## config.mk

```make
export PLATFORM = sky130hd
export DESIGN_NAME = mvc_board_flat
export DESIGN_NICKNAME = d
export VERILOG_FILES = /design/src/mvc_pkg.sv /design/src/mvc_if.sv /design/src/mvc_cmd_decode.sv /design/src/mvc_board.sv /design/src/flat_wrapper.sv
export VERILOG_INCLUDE_DIRS = /design/src
export SDC_FILE = /design/constraint.sdc
export NUM_CORES = 1
export LEC_CHECK = 0
export ABC_CLOCK_PERIOD_IN_PS = 1310
export BUFFER_PORTS_ARGS = -buffer_cell sky130_fd_sc_hd__buf_2
export CAP_MARGIN = 20
export CORE_UTILIZATION = 53
export DETAILED_ROUTE_END_ITERATION = 6
export GPL_TIMING_DRIVEN = 1
export PLACE_DENSITY = 0.85
export SYNTH_ARGS = -nofsm -noshare
export SYNTH_HDL_FRONTEND = slang
export SYNTH_HIERARCHICAL = 1
export SYNTH_SLANG_ARGS = --single-unit
```

## constraint.sdc

```tcl
create_clock -name clk -period 1.31 [get_ports clk]
set_input_delay 0.262 -clock clk [delete_from_list [all_inputs] [get_ports clk]]
set_output_delay 0.262 -clock clk [all_outputs]
set_load 0.05 [all_outputs]
```

## src/mvc_cfg.svh

```systemverilog
// Purpose: Command codes, field positions, reset values for the manifold control link
// Assumes: Included by the package and the design modules
// Notes:   Codes and field layouts below are fixed by this block
`ifndef MVC_CFG_SVH
`define MVC_CFG_SVH

`define MVC_CMD_W           4
`define MVC_DATA_W          16
`define MVC_MODULES         4
`define MVC_VALVES          6
`define MVC_POSITIONS       5
`define MVC_ADC_LINES       13
`define MVC_ADC_BASE_HOT    0
`define MVC_ADC_BASE_COLD   8

`define MVC_CMD_VALVE_M1    4'h0
`define MVC_CMD_VALVE_M2    4'h1
`define MVC_CMD_VALVE_M3    4'h2
`define MVC_CMD_VALVE_M4    4'h3
`define MVC_CMD_REG_EN_WR   4'h4
`define MVC_CMD_REG_ST_RD   4'h5
`define MVC_CMD_MUX_SEL_WR  4'h6
`define MVC_CMD_MUX_SEL_RD  4'h7

`define MVC_VALVE_MASK_LSB  0
`define MVC_VALVE_ACT_BIT   6
`define MVC_SEL_W           15

`define MVC_REG_VALVE_BIT   0
`define MVC_REG_SENSOR_BIT  1
`define MVC_REG_MUXPWR_BIT  2
`define MVC_REG_MUXEN_BIT   3

`define MVC_SUPPLY_RST      3'h0
`define MVC_MUXEN_RST       1'h0
`define MVC_SEL_RST         15'h0000

`endif

```

## src/mvc_pkg.sv

```systemverilog
// Purpose: Shared types of the manifold control link
// Assumes: mvc_cfg.svh holds the numbers
// Notes:   Types only
`include "mvc_cfg.svh"

package mvc_pkg;
  typedef logic [`MVC_CMD_W-1:0]     mvc_cmd_t;
  typedef logic [`MVC_DATA_W-1:0]    mvc_word_t;
  typedef logic [`MVC_VALVES-1:0]    mvc_valve_t;
  typedef logic [`MVC_SEL_W-1:0]     mvc_sel_t;
  typedef logic [`MVC_MODULES-1:0]   mvc_mod_t;

  typedef enum logic [2:0] {
    MVC_H_IDLE   = 3'h1,
    MVC_H_STROBE = 3'h2,
    MVC_H_WAIT   = 3'h4
  } mvc_host_state_e;

  typedef struct packed {
    logic valve_wr;
    logic reg_en_wr;
    logic reg_st_rd;
    logic mux_sel_wr;
    logic mux_sel_rd;
    logic known;
  } mvc_dec_s;
endpackage : mvc_pkg

```

## src/mvc_if.sv

```systemverilog
// Purpose: Host I/O bus between slow_control_host and manifold_control_board
// Assumes: One clock, strobe then ack one cycle later
// Notes:   All signals one-way; no tri-state
`timescale 1ns/1ps

interface mvc_if;
  import mvc_pkg::*;
  logic      io_strobe;
  mvc_cmd_t  io_cmd;
  mvc_word_t io_wdata;
  logic      io_ack;
  mvc_word_t io_rdata;

  modport host (output io_strobe, output io_cmd, output io_wdata,
                input io_ack, input io_rdata);
  modport board (input io_strobe, input io_cmd, input io_wdata,
                 output io_ack, output io_rdata);
endinterface : mvc_if

```

## src/mvc_cmd_decode.sv

```systemverilog
// Purpose: Decodes a command code into command classes and a module index
// Assumes: Purely combinational
// Notes:   Unknown codes raise no class and clear known
`timescale 1ns/1ps
`include "mvc_cfg.svh"

module mvc_cmd_decode (
  input  wire mvc_pkg::mvc_cmd_t cmd,
  output mvc_pkg::mvc_dec_s      dec,
  output logic [1:0]             module_idx
);
  import mvc_pkg::*;

  always_comb begin
    dec        = '0;
    module_idx = cmd[1:0];
    unique case (cmd)
      `MVC_CMD_VALVE_M1, `MVC_CMD_VALVE_M2,
      `MVC_CMD_VALVE_M3, `MVC_CMD_VALVE_M4: begin
        dec.valve_wr = 1'b1;
      end
      `MVC_CMD_REG_EN_WR:  dec.reg_en_wr  = 1'b1;
      `MVC_CMD_REG_ST_RD:  dec.reg_st_rd  = 1'b1;
      `MVC_CMD_MUX_SEL_WR: dec.mux_sel_wr = 1'b1;
      `MVC_CMD_MUX_SEL_RD: dec.mux_sel_rd = 1'b1;
      default:             dec.known      = 1'b0;
    endcase
    if (dec.valve_wr || dec.reg_en_wr || dec.reg_st_rd || dec.mux_sel_wr || dec.mux_sel_rd) begin
      dec.known = 1'b1;
    end
  end
endmodule : mvc_cmd_decode

```

## src/mvc_board.sv

```systemverilog
// Purpose: manifold_control_board end: decodes host commands, drives valves,
//          sensor mux and regulator enables
// Assumes: Host strobes one command at a time and waits for ack
// Notes:   ADC_BASE selects hot_side_board (0) or cold_side_board (8)
`timescale 1ns/1ps
`include "mvc_cfg.svh"

module mvc_board #(
  parameter int ADC_BASE = `MVC_ADC_BASE_HOT
) (
  input  wire logic                       clk,
  input  wire logic                       reset_n,
  mvc_if.board                            bus,
  output logic [`MVC_MODULES*`MVC_VALVES-1:0] valve_drive,
  output mvc_pkg::mvc_mod_t               mux_module_sel,
  output logic [`MVC_ADC_LINES-1:0]       adc_line_enable,
  output logic                            valve_supply_en,
  output logic                            sensor_supply_en,
  output logic                            mux_supply_en,
  output logic                            mux_enable
);
  import mvc_pkg::*;

  // Module field 1..4 picks a module; anything else leaves the mux open
  function automatic mvc_mod_t sel_onehot(input mvc_sel_t sel);
    mvc_mod_t oh;
    oh = '0;
    if (sel >= `MVC_SEL_W'(1) && sel <= `MVC_SEL_W'(`MVC_MODULES)) begin
      oh[sel[1:0] - 2'd1] = 1'b1;
    end
    return oh;
  endfunction : sel_onehot

  mvc_dec_s   dec;
  logic [1:0] module_idx;

  mvc_valve_t valve_state      [`MVC_MODULES];
  mvc_valve_t next_valve_state [`MVC_MODULES];
  logic [2:0] supply_en;
  logic [2:0] next_supply_en;
  logic       mux_en;
  logic       next_mux_en;
  mvc_sel_t   mux_sel;
  mvc_sel_t   next_mux_sel;
  logic       ack;
  logic       next_ack;
  mvc_word_t  rdata;
  mvc_word_t  next_rdata;

  logic [`MVC_MODULES*`MVC_VALVES-1:0] next_valve_drive;
  mvc_mod_t                            next_mux_module_sel;
  logic [`MVC_ADC_LINES-1:0]           next_adc_line_enable;

  mvc_cmd_decode u_dec (
    .cmd        (bus.io_cmd),
    .dec        (dec),
    .module_idx (module_idx)
  );

  // Command state
  always_comb begin
    for (int m = 0; m < `MVC_MODULES; m++) begin
      next_valve_state[m] = valve_state[m];
    end
    next_supply_en = supply_en;
    next_mux_en    = mux_en;
    next_mux_sel   = mux_sel;
    next_ack       = 1'b0;
    next_rdata     = '0;
    if (bus.io_strobe) begin
      next_ack = 1'b1;
      if (dec.valve_wr) begin
        for (int v = 0; v < `MVC_VALVES; v++) begin
          if (bus.io_wdata[`MVC_VALVE_MASK_LSB + v]) begin
            next_valve_state[module_idx][v] = bus.io_wdata[`MVC_VALVE_ACT_BIT];
          end
        end
      end
      if (dec.reg_en_wr) begin
        next_supply_en[0] = bus.io_wdata[`MVC_REG_VALVE_BIT];
        next_supply_en[1] = bus.io_wdata[`MVC_REG_SENSOR_BIT];
        next_supply_en[2] = bus.io_wdata[`MVC_REG_MUXPWR_BIT];
        next_mux_en = bus.io_wdata[`MVC_REG_MUXEN_BIT];
      end
      if (dec.mux_sel_wr) begin
        next_mux_sel = bus.io_wdata[`MVC_SEL_W-1:0];
      end
      if (dec.reg_st_rd) begin
        next_rdata[`MVC_REG_VALVE_BIT]  = supply_en[0];
        next_rdata[`MVC_REG_SENSOR_BIT] = supply_en[1];
        next_rdata[`MVC_REG_MUXPWR_BIT] = supply_en[2];
        next_rdata[`MVC_REG_MUXEN_BIT]  = mux_en;
      end
      if (dec.mux_sel_rd) begin
        next_rdata[`MVC_SEL_W-1:0] = mux_sel;
      end
    end
  end

  always_ff @(posedge clk or negedge reset_n) begin
    if (!reset_n) begin
      for (int m = 0; m < `MVC_MODULES; m++) begin
        valve_state[m] <= '0;
      end
      supply_en <= `MVC_SUPPLY_RST;
      mux_en    <= `MVC_MUXEN_RST;
      mux_sel   <= `MVC_SEL_RST;
      ack       <= 1'b0;
      rdata     <= '0;
    end else begin
      for (int m = 0; m < `MVC_MODULES; m++) begin
        valve_state[m] <= next_valve_state[m];
      end
      supply_en <= next_supply_en;
      mux_en    <= next_mux_en;
      mux_sel   <= next_mux_sel;
      ack       <= next_ack;
      rdata     <= next_rdata;
    end
  end

  assign bus.io_ack   = ack;
  assign bus.io_rdata = rdata;

  // Pin drive values
  always_comb begin
    next_valve_drive     = '0;
    next_mux_module_sel  = '0;
    next_adc_line_enable = '0;
    // one switch per valve
    // Drives are gated by next_supply_en[0], one cycle ahead of valve_supply_en; held valve states drive the valves again once supply returns
    for (int m = 0; m < `MVC_MODULES; m++) begin
      for (int v = 0; v < `MVC_VALVES; v++) begin
        next_valve_drive[m*`MVC_VALVES + v] = valve_state[m][v] & next_supply_en[0];
      end
    end
    // four modules onto five lines
    // Mux needs both its supply and its enable before anything is routed
    if (mux_en && supply_en[2]) begin
      next_mux_module_sel = sel_onehot(mux_sel);
    end
    if (|next_mux_module_sel) begin
      for (int n = 0; n < `MVC_POSITIONS; n++) begin
        next_adc_line_enable[ADC_BASE + n] = 1'b1;
      end
    end
  end

  always_ff @(posedge clk or negedge reset_n) begin
    if (!reset_n) begin
      valve_drive      <= '0;
      mux_module_sel   <= '0;
      adc_line_enable  <= '0;
      valve_supply_en  <= 1'b0;
      sensor_supply_en <= 1'b0;
      mux_supply_en    <= 1'b0;
      mux_enable       <= 1'b0;
    end else begin
      valve_drive      <= next_valve_drive;
      mux_module_sel   <= next_mux_module_sel;
      adc_line_enable  <= next_adc_line_enable;
      valve_supply_en  <= supply_en[0];
      sensor_supply_en <= supply_en[1];
      mux_supply_en    <= supply_en[2];
      mux_enable       <= mux_en;
    end
  end
endmodule : mvc_board

```

## src/flat_wrapper.sv

```systemverilog
// flat-port wrapper written by rule: the top's interface ports become plain ports
module mvc_board_flat import mvc_pkg::*;
#(
  parameter int ADC_BASE = `MVC_ADC_BASE_HOT
)
  (clk, reset_n, valve_drive, mux_module_sel, adc_line_enable, valve_supply_en, sensor_supply_en, mux_supply_en, mux_enable, bus_io_strobe, bus_io_cmd, bus_io_wdata, bus_io_ack, bus_io_rdata);
  mvc_if bus_i ();
  input  wire logic clk;
  input  wire logic reset_n;
  output logic [`MVC_MODULES*`MVC_VALVES-1:0] valve_drive;
  output mvc_pkg::mvc_mod_t mux_module_sel;
  output logic [`MVC_ADC_LINES-1:0] adc_line_enable;
  output logic valve_supply_en;
  output logic sensor_supply_en;
  output logic mux_supply_en;
  output logic mux_enable;
  input wire logic [$bits(bus_i.io_strobe)-1:0] bus_io_strobe;
  input wire logic [$bits(bus_i.io_cmd)-1:0] bus_io_cmd;
  input wire logic [$bits(bus_i.io_wdata)-1:0] bus_io_wdata;
  output wire logic [$bits(bus_i.io_ack)-1:0] bus_io_ack;
  output wire logic [$bits(bus_i.io_rdata)-1:0] bus_io_rdata;
  assign bus_i.io_strobe = bus_io_strobe;
  assign bus_i.io_cmd = bus_io_cmd;
  assign bus_i.io_wdata = bus_io_wdata;
  assign bus_io_ack = bus_i.io_ack;
  assign bus_io_rdata = bus_i.io_rdata;
  mvc_board #(.ADC_BASE(ADC_BASE)) u_core (.clk(clk), .reset_n(reset_n), .bus(bus_i), .valve_drive(valve_drive), .mux_module_sel(mux_module_sel), .adc_line_enable(adc_line_enable), .valve_supply_en(valve_supply_en), .sensor_supply_en(sensor_supply_en), .mux_supply_en(mux_supply_en), .mux_enable(mux_enable));
endmodule
```

== After elaboration in Yosys (flattened, before gate mapping) ==
Cells that the tools add are included.
Operators by class
  add/sub/neg operators: 1
  magnitude comparators: 6
  equal/unequal tests: 7
  muxes and demuxes: 50
  bitwise operators: 25
  reduce and logical (&&, ||, !) cells: 10
Operator list (number)
  $mux 24: 16
  $bwmux 24: 6
  $demux 6 s2: 6
  $mux 15: 2
  $and 1x1->1: 24
  $eq 4x3->1 const B: 4
  $mux 4: 4
  $ge 15x1->1 const B: 1
  $le 15x3->1 const B: 1
  $mux 1: 10
  $mux 5: 2
  $eq 4x2->1 const B: 2
  $reduce_or 4->1: 2
  $mux 6: 1
  $reduce_and 2->1: 3
  $eq 4x1->1 const B: 1
  $logic_and 1x1->1: 4
  $logic_not 4->1: 1
  $ge 3x3->1 const B: 1
  $lt 2x3->1 const B: 1
  $lt 3x1->1 const B: 1
  $mux 3: 1
  $not 2->3: 1
  $demux 1 s2: 1
  3 further kinds: 3
Storage, ports and cells
  flip-flop bits (word level): 96
  output and inout port bits: 62
  word-level logic and storage cells: 116

== Depth between registers and ports, before layout ==
  depth after elaboration: 27
  gate-level depth with buffers: 5
  depth with buffers taken out: 4

== Modules after synthesis ==
The synthesis kept the hierarchy.
Modules (own cells, without submodules)
  mvc_board: times used 1, cells each 255, area each 3524.6 µm², seq. area each 2302.2 µm²
  mvc_cmd_decode: times used 1, cells each 8, area each 73.8 µm², seq. area each 0.0 µm²

== Worst setup path after synthesis ==
Ideal clock, no wire load.
  path type: input to register
  start: input port bus_io_cmd[3]
  end: register u_core/valve_state[19] (netlist name)
  setup time: 0.125 ns
  data arrival time: 1.376 ns
  required time: 1.185 ns
  path slack: -0.191 ns
  cell stages on the path: 4
  buffers on the path: 0
  cell sequence: nor2_1 nand3_1 nor3_1 mux2_2
On the way
  word-level cells in the longest chain between the ends: 4
  elaborated cells on any way between the ends: 7
  those cells by class: 3 x eq/ne; 1 x mux; 3 x reduce/logical
Ends and longest elaborated chain
  from (decl): line flat_wrapper.sv:18  | input wire logic [$bits(bus_i.io_cmd)-1:0] bus_io_cmd;
  $eq 4x1->1 (tied with other cells): line mvc_cmd_decode.sv:17  | unique case (cmd)
  $reduce_or 4->1 (*): line mvc_cmd_decode.sv:17
  $mux 1 (*): line mvc_cmd_decode.sv:17
  $reduce_and 2->1 (no source line) (*)
  to (signal, indexed assignment): line mvc_board.sv:112  | valve_state[m] <= next_valve_state[m];
  to (decl): line mvc_board.sv:37  | mvc_valve_t valve_state [`MVC_MODULES];
Mark *: on every way between the ends. The rest lies on a longest branch, timed or not.
A chain may end at the register's enable or synchronous reset.

== Worst setup path in the final report ==
  start: register u_core.mux_sel[5]
  end: register u_core.mux_module_sel[0]
On the way
  word-level cells in the longest chain between the ends: 4
  elaborated cells on any way between the ends: 5
  those cells by class: 2 x order compare; 2 x mux; 1 x reduce/logical
Ends and longest elaborated chain
  from (decl): line mvc_board.sv:43  | mvc_sel_t mux_sel;
  from (signal assigned): line mvc_board.sv:107  | mux_sel <= `MVC_SEL_RST;
  from (signal assigned): line mvc_board.sv:116  | mux_sel <= next_mux_sel;
  $ge 15x1->1 or $le 15x3->1 (tied branches): line mvc_board.sv:28  | if (sel >= `MVC_SEL_W'(1) && sel <= `MVC_SEL_W'(`MVC_MODULES)) begin
  $logic_and 1x1->1 (*): line mvc_board.sv:28
  $mux 4 (*): line mvc_board.sv:28
  $mux 4 (*): line mvc_board.sv:139  | if (mux_en && supply_en[2]) begin
  named net u_core.next_mux_module_sel[0]: line mvc_board.sv:51  | mvc_mod_t next_mux_module_sel;
  to (signal assigned): line mvc_board.sv:160  | mux_module_sel <= next_mux_module_sel;
  to (decl): line mvc_board.sv:15  | output mvc_pkg::mvc_mod_t mux_module_sel,
Mark *: on every way through the listed nets, which the timed path passes. The rest lies on a longest branch.

==> flow_summary.yaml <==
outcome:
  result_of_the_run: "finished, violations left"
  failing_checks: "DRC"
die:
  core_mm2: 0.006459
  placement_rows: 29
  die_y_um: 84.36
  floorplan.die.width_um: 84.36
  initial_core_utilization: 0.5566
  die_area_mm2: 0.007116
  design.portCount: 85
clocking:
  htree_num_levels: 3
  clk_pin_slew_ns: 0.08
  cts_root_buf: "sky130_fd_sc_hd__clkbuf_8"
  tritoncts_clock_tree: "yes"
  max-clock-path-buffers: 2
  cts-buffers-inserted: 9
  insertion_delay_ns: 0.35
  cts_setup_buffers: 0
  clkSinkCount: 92
yosys:
  ys.warnings.count: 6
  post_syn_area_mm2: 0.003595
  synth_cells: 262
  synthesis.area_per_instance_um2: 13.72
grt:
  grt_max_degree: 93
  first_global_vias: 2212
  initial_antenna_violation_count: 0
  grt_pass1_wl_um: 10850
  grt_use_total: 0.2016
  globalRoute.totalOverflow: 0
detailed_routing:
  met2_wl_um: 3287
  highest_layer: "met4"
  met1_length_um: 2845
  drt_pre_antenna_iters: 6
  drc_violations_left: 8
  wl_per_cell_um: 15.04
  dr_wl_met3_um: 325
  ant_nets: 0
  detailroute.via_count: 2230
  finalWirelength_um: 6526
  via_to_cell_ratio: 5.138
  detailedRoute.firstIterationViolations: 179
layout:
  sequential_cell_area_mm2: 0.002302
  final.fill_count: 458
  layout-drive-gt1-share: 0.4734
  multi_input_comb_area_mm2: 0.001187
  flow.area_growth_from_synthesis_pct: 22.80
  final_cells: 434
  antennaDiodeCount: 0
  final_net_count: 376
setup_path:
  worstSetupEndpointType: "register"
  crit-reg2reg-capture: "u_core/mux_module_sel[0]$_DFF_PN0_"
  path_max_fanout: 3
  reg2reg_setup_slack_ns: 0.009
  required_time_worst_endpoint_ns: 1.59
  ff2ff_path_depth: 4
  worst_r2r_startpoint: "u_core/mux_sel[5]$_DFFE_PN0P_"
  arrival_ns: 1.58
  setup.worst_path.start_class: "register"
  critical_path_class: "register to register"
timing:
  min_period_over_period: 0.9933
  grt_setup_unrepaired: "true"
  max_clock_freq_ghz: 0.7685
  hold_ws_ns: 0.1341
  fin_setup_tns_ns: 0
  timing.final.ws_setup_ns: 0.008817
  final_period_minus_worst_setup_slack_ns: 1.301
  final_hold_viol_count: 0
  drv_slew: 0
  timing.final.setup_violations: 0
  clock_skew_ns: 0.006727
hold_path:
  min_path_type: "input port to register"
  whs_path_depth: 2
  hold_path_startpoint: "bus_io_wdata[12]"
  min_delay_worst_endpoint: "u_core/mux_sel[12]$_DFFE_PN0P_"
power_and_ir_drop:
  p_leak_nw: 2.248
  vdd_ir_drop_max_mv: 0.9716
  p_per_area_mw_per_mm2: 1644
  finalPower_mw: 7.258
place:
  dp.cells: 418
  detailedPlacementHpwl_um: 4303
  port-buffer-count: 74
  dp_worst_setup_slack_ns: -0.1931
  gp_congestion: 0.7828
flow_run:
  maxcap_violations: 0
-- per-layer routing --
layer	global-route usage	vias to the layer above
met4	0.08783	0
met2	0.3182	60
met1	0.2732	1126
met5	0	-
met3	0.04425	4
li1	-	1040
-- flip-flops by register name (all words and copies together) (netlist names) --
signal and count:
u_core/mux_module_sel 4, u_core/valve_state 24, u_core/mux_enable 1, u_core/bus.io_ack 1, u_core/supply_en 3, u_core/mux_en 1, u_core/valve_drive 24, u_core/mux_sel 15
u_core/bus.io_rdata 15, u_core/mux_supply_en 1, u_core/adc_line_enable 1, u_core/valve_supply_en 1, u_core/sensor_supply_en 1
-- cell type report --
type,count,share of cell area
clock inverter,4,0.02211
tap,77,0.02183
inverter,1,0.0008503
sequential,92,0.5215
multi-input combinational,152,0.2690
timing repair buffer,97,0.1327
clock buffer,11,0.03203
-- timing repair --
action / in CTS / in global routing
hold endpoints to repair: 92 / 0
gates cloned: 0 / 0
pin swaps: 1 / 3
endpoints found under the setup margin: 2 / 8
hold buffers: 1 / 0
gates resized for setup: 5 / 11
-- worst max path at each step --
stage	slack (ns)	cells after the start	endpoint	startpoint
2_1_floorplan	0.02	5	u_core/valve_state[14]$_DFFE_PN0P_	bus_io_cmd[1]
3_3_place_gp	-0.15	5	u_core/valve_state[20]$_DFFE_PN0P_	bus_io_cmd[3]
3_5_place_dp	-0.19	5	u_core/valve_state[20]$_DFFE_PN0P_	bus_io_cmd[3]
4_1_cts	0.0002	1	adc_line_enable[2]	u_core/adc_line_enable[3]$_DFF_PN0_
5_1_grt	-0.06	3	u_core/mux_module_sel[0]$_DFF_PN0_	u_core/mux_sel[12]$_DFFE_PN0P_
6_report	0.009	4	u_core/mux_module_sel[0]$_DFF_PN0_	u_core/mux_sel[5]$_DFFE_PN0P_
-- worst max-delay path, cell delays in order, from the launching register on --
cell and delay (ns):
sky130_fd_sc_hd__dfrtp_1 0.40, sky130_fd_sc_hd__nor4b_2 0.27, sky130_fd_sc_hd__buf_4 0.15, sky130_fd_sc_hd__nand4_1 0.18
sky130_fd_sc_hd__nor3b_2 0.22
-- report_power, final --
group          switching (mW)  internal (mW)  total (mW)
sequential              0.248           3.25        3.50
clock                   0.913           1.31        2.22
combinational           0.964          0.570        1.53
-- layout by cell type (no fill, tap or decap), types with 2 or more instances in the layout --
cell                         n
sky130_fd_sc_hd__mux2_2     42
sky130_fd_sc_hd__nand3_1     2
sky130_fd_sc_hd__nand4_1     2
sky130_fd_sc_hd__a22oi_1     4
sky130_fd_sc_hd__nand2_1     3
sky130_fd_sc_hd__nor3b_2     2
sky130_fd_sc_hd__and4bb_2    2
sky130_fd_sc_hd__buf_4      26
sky130_fd_sc_hd__conb_1      9
sky130_fd_sc_hd__nor2_1     22
sky130_fd_sc_hd__nor2b_1    30
sky130_fd_sc_hd__bufinv_16   3
sky130_fd_sc_hd__nor3_1      6
sky130_fd_sc_hd__nand2b_1    2
sky130_fd_sc_hd__nand3_2     3
sky130_fd_sc_hd__dfrtp_1    92
sky130_fd_sc_hd__buf_12      2
sky130_fd_sc_hd__and3_1     11
sky130_fd_sc_hd__nor4b_2     2
sky130_fd_sc_hd__clkbuf_8   10
sky130_fd_sc_hd__buf_2      68
sky130_fd_sc_hd__nand2_2     2
-- per-stage QoR --
step                      instance area [µm²]  utilization
after floorplan                          3632            -
after global placement                   4115       0.6372
after detailed placement                 4115       0.6372
after CTS                                4393       0.6802
after global routing                     4414       0.6835
final                                    4414       0.6835
Power figures use the tool's default switching activity.
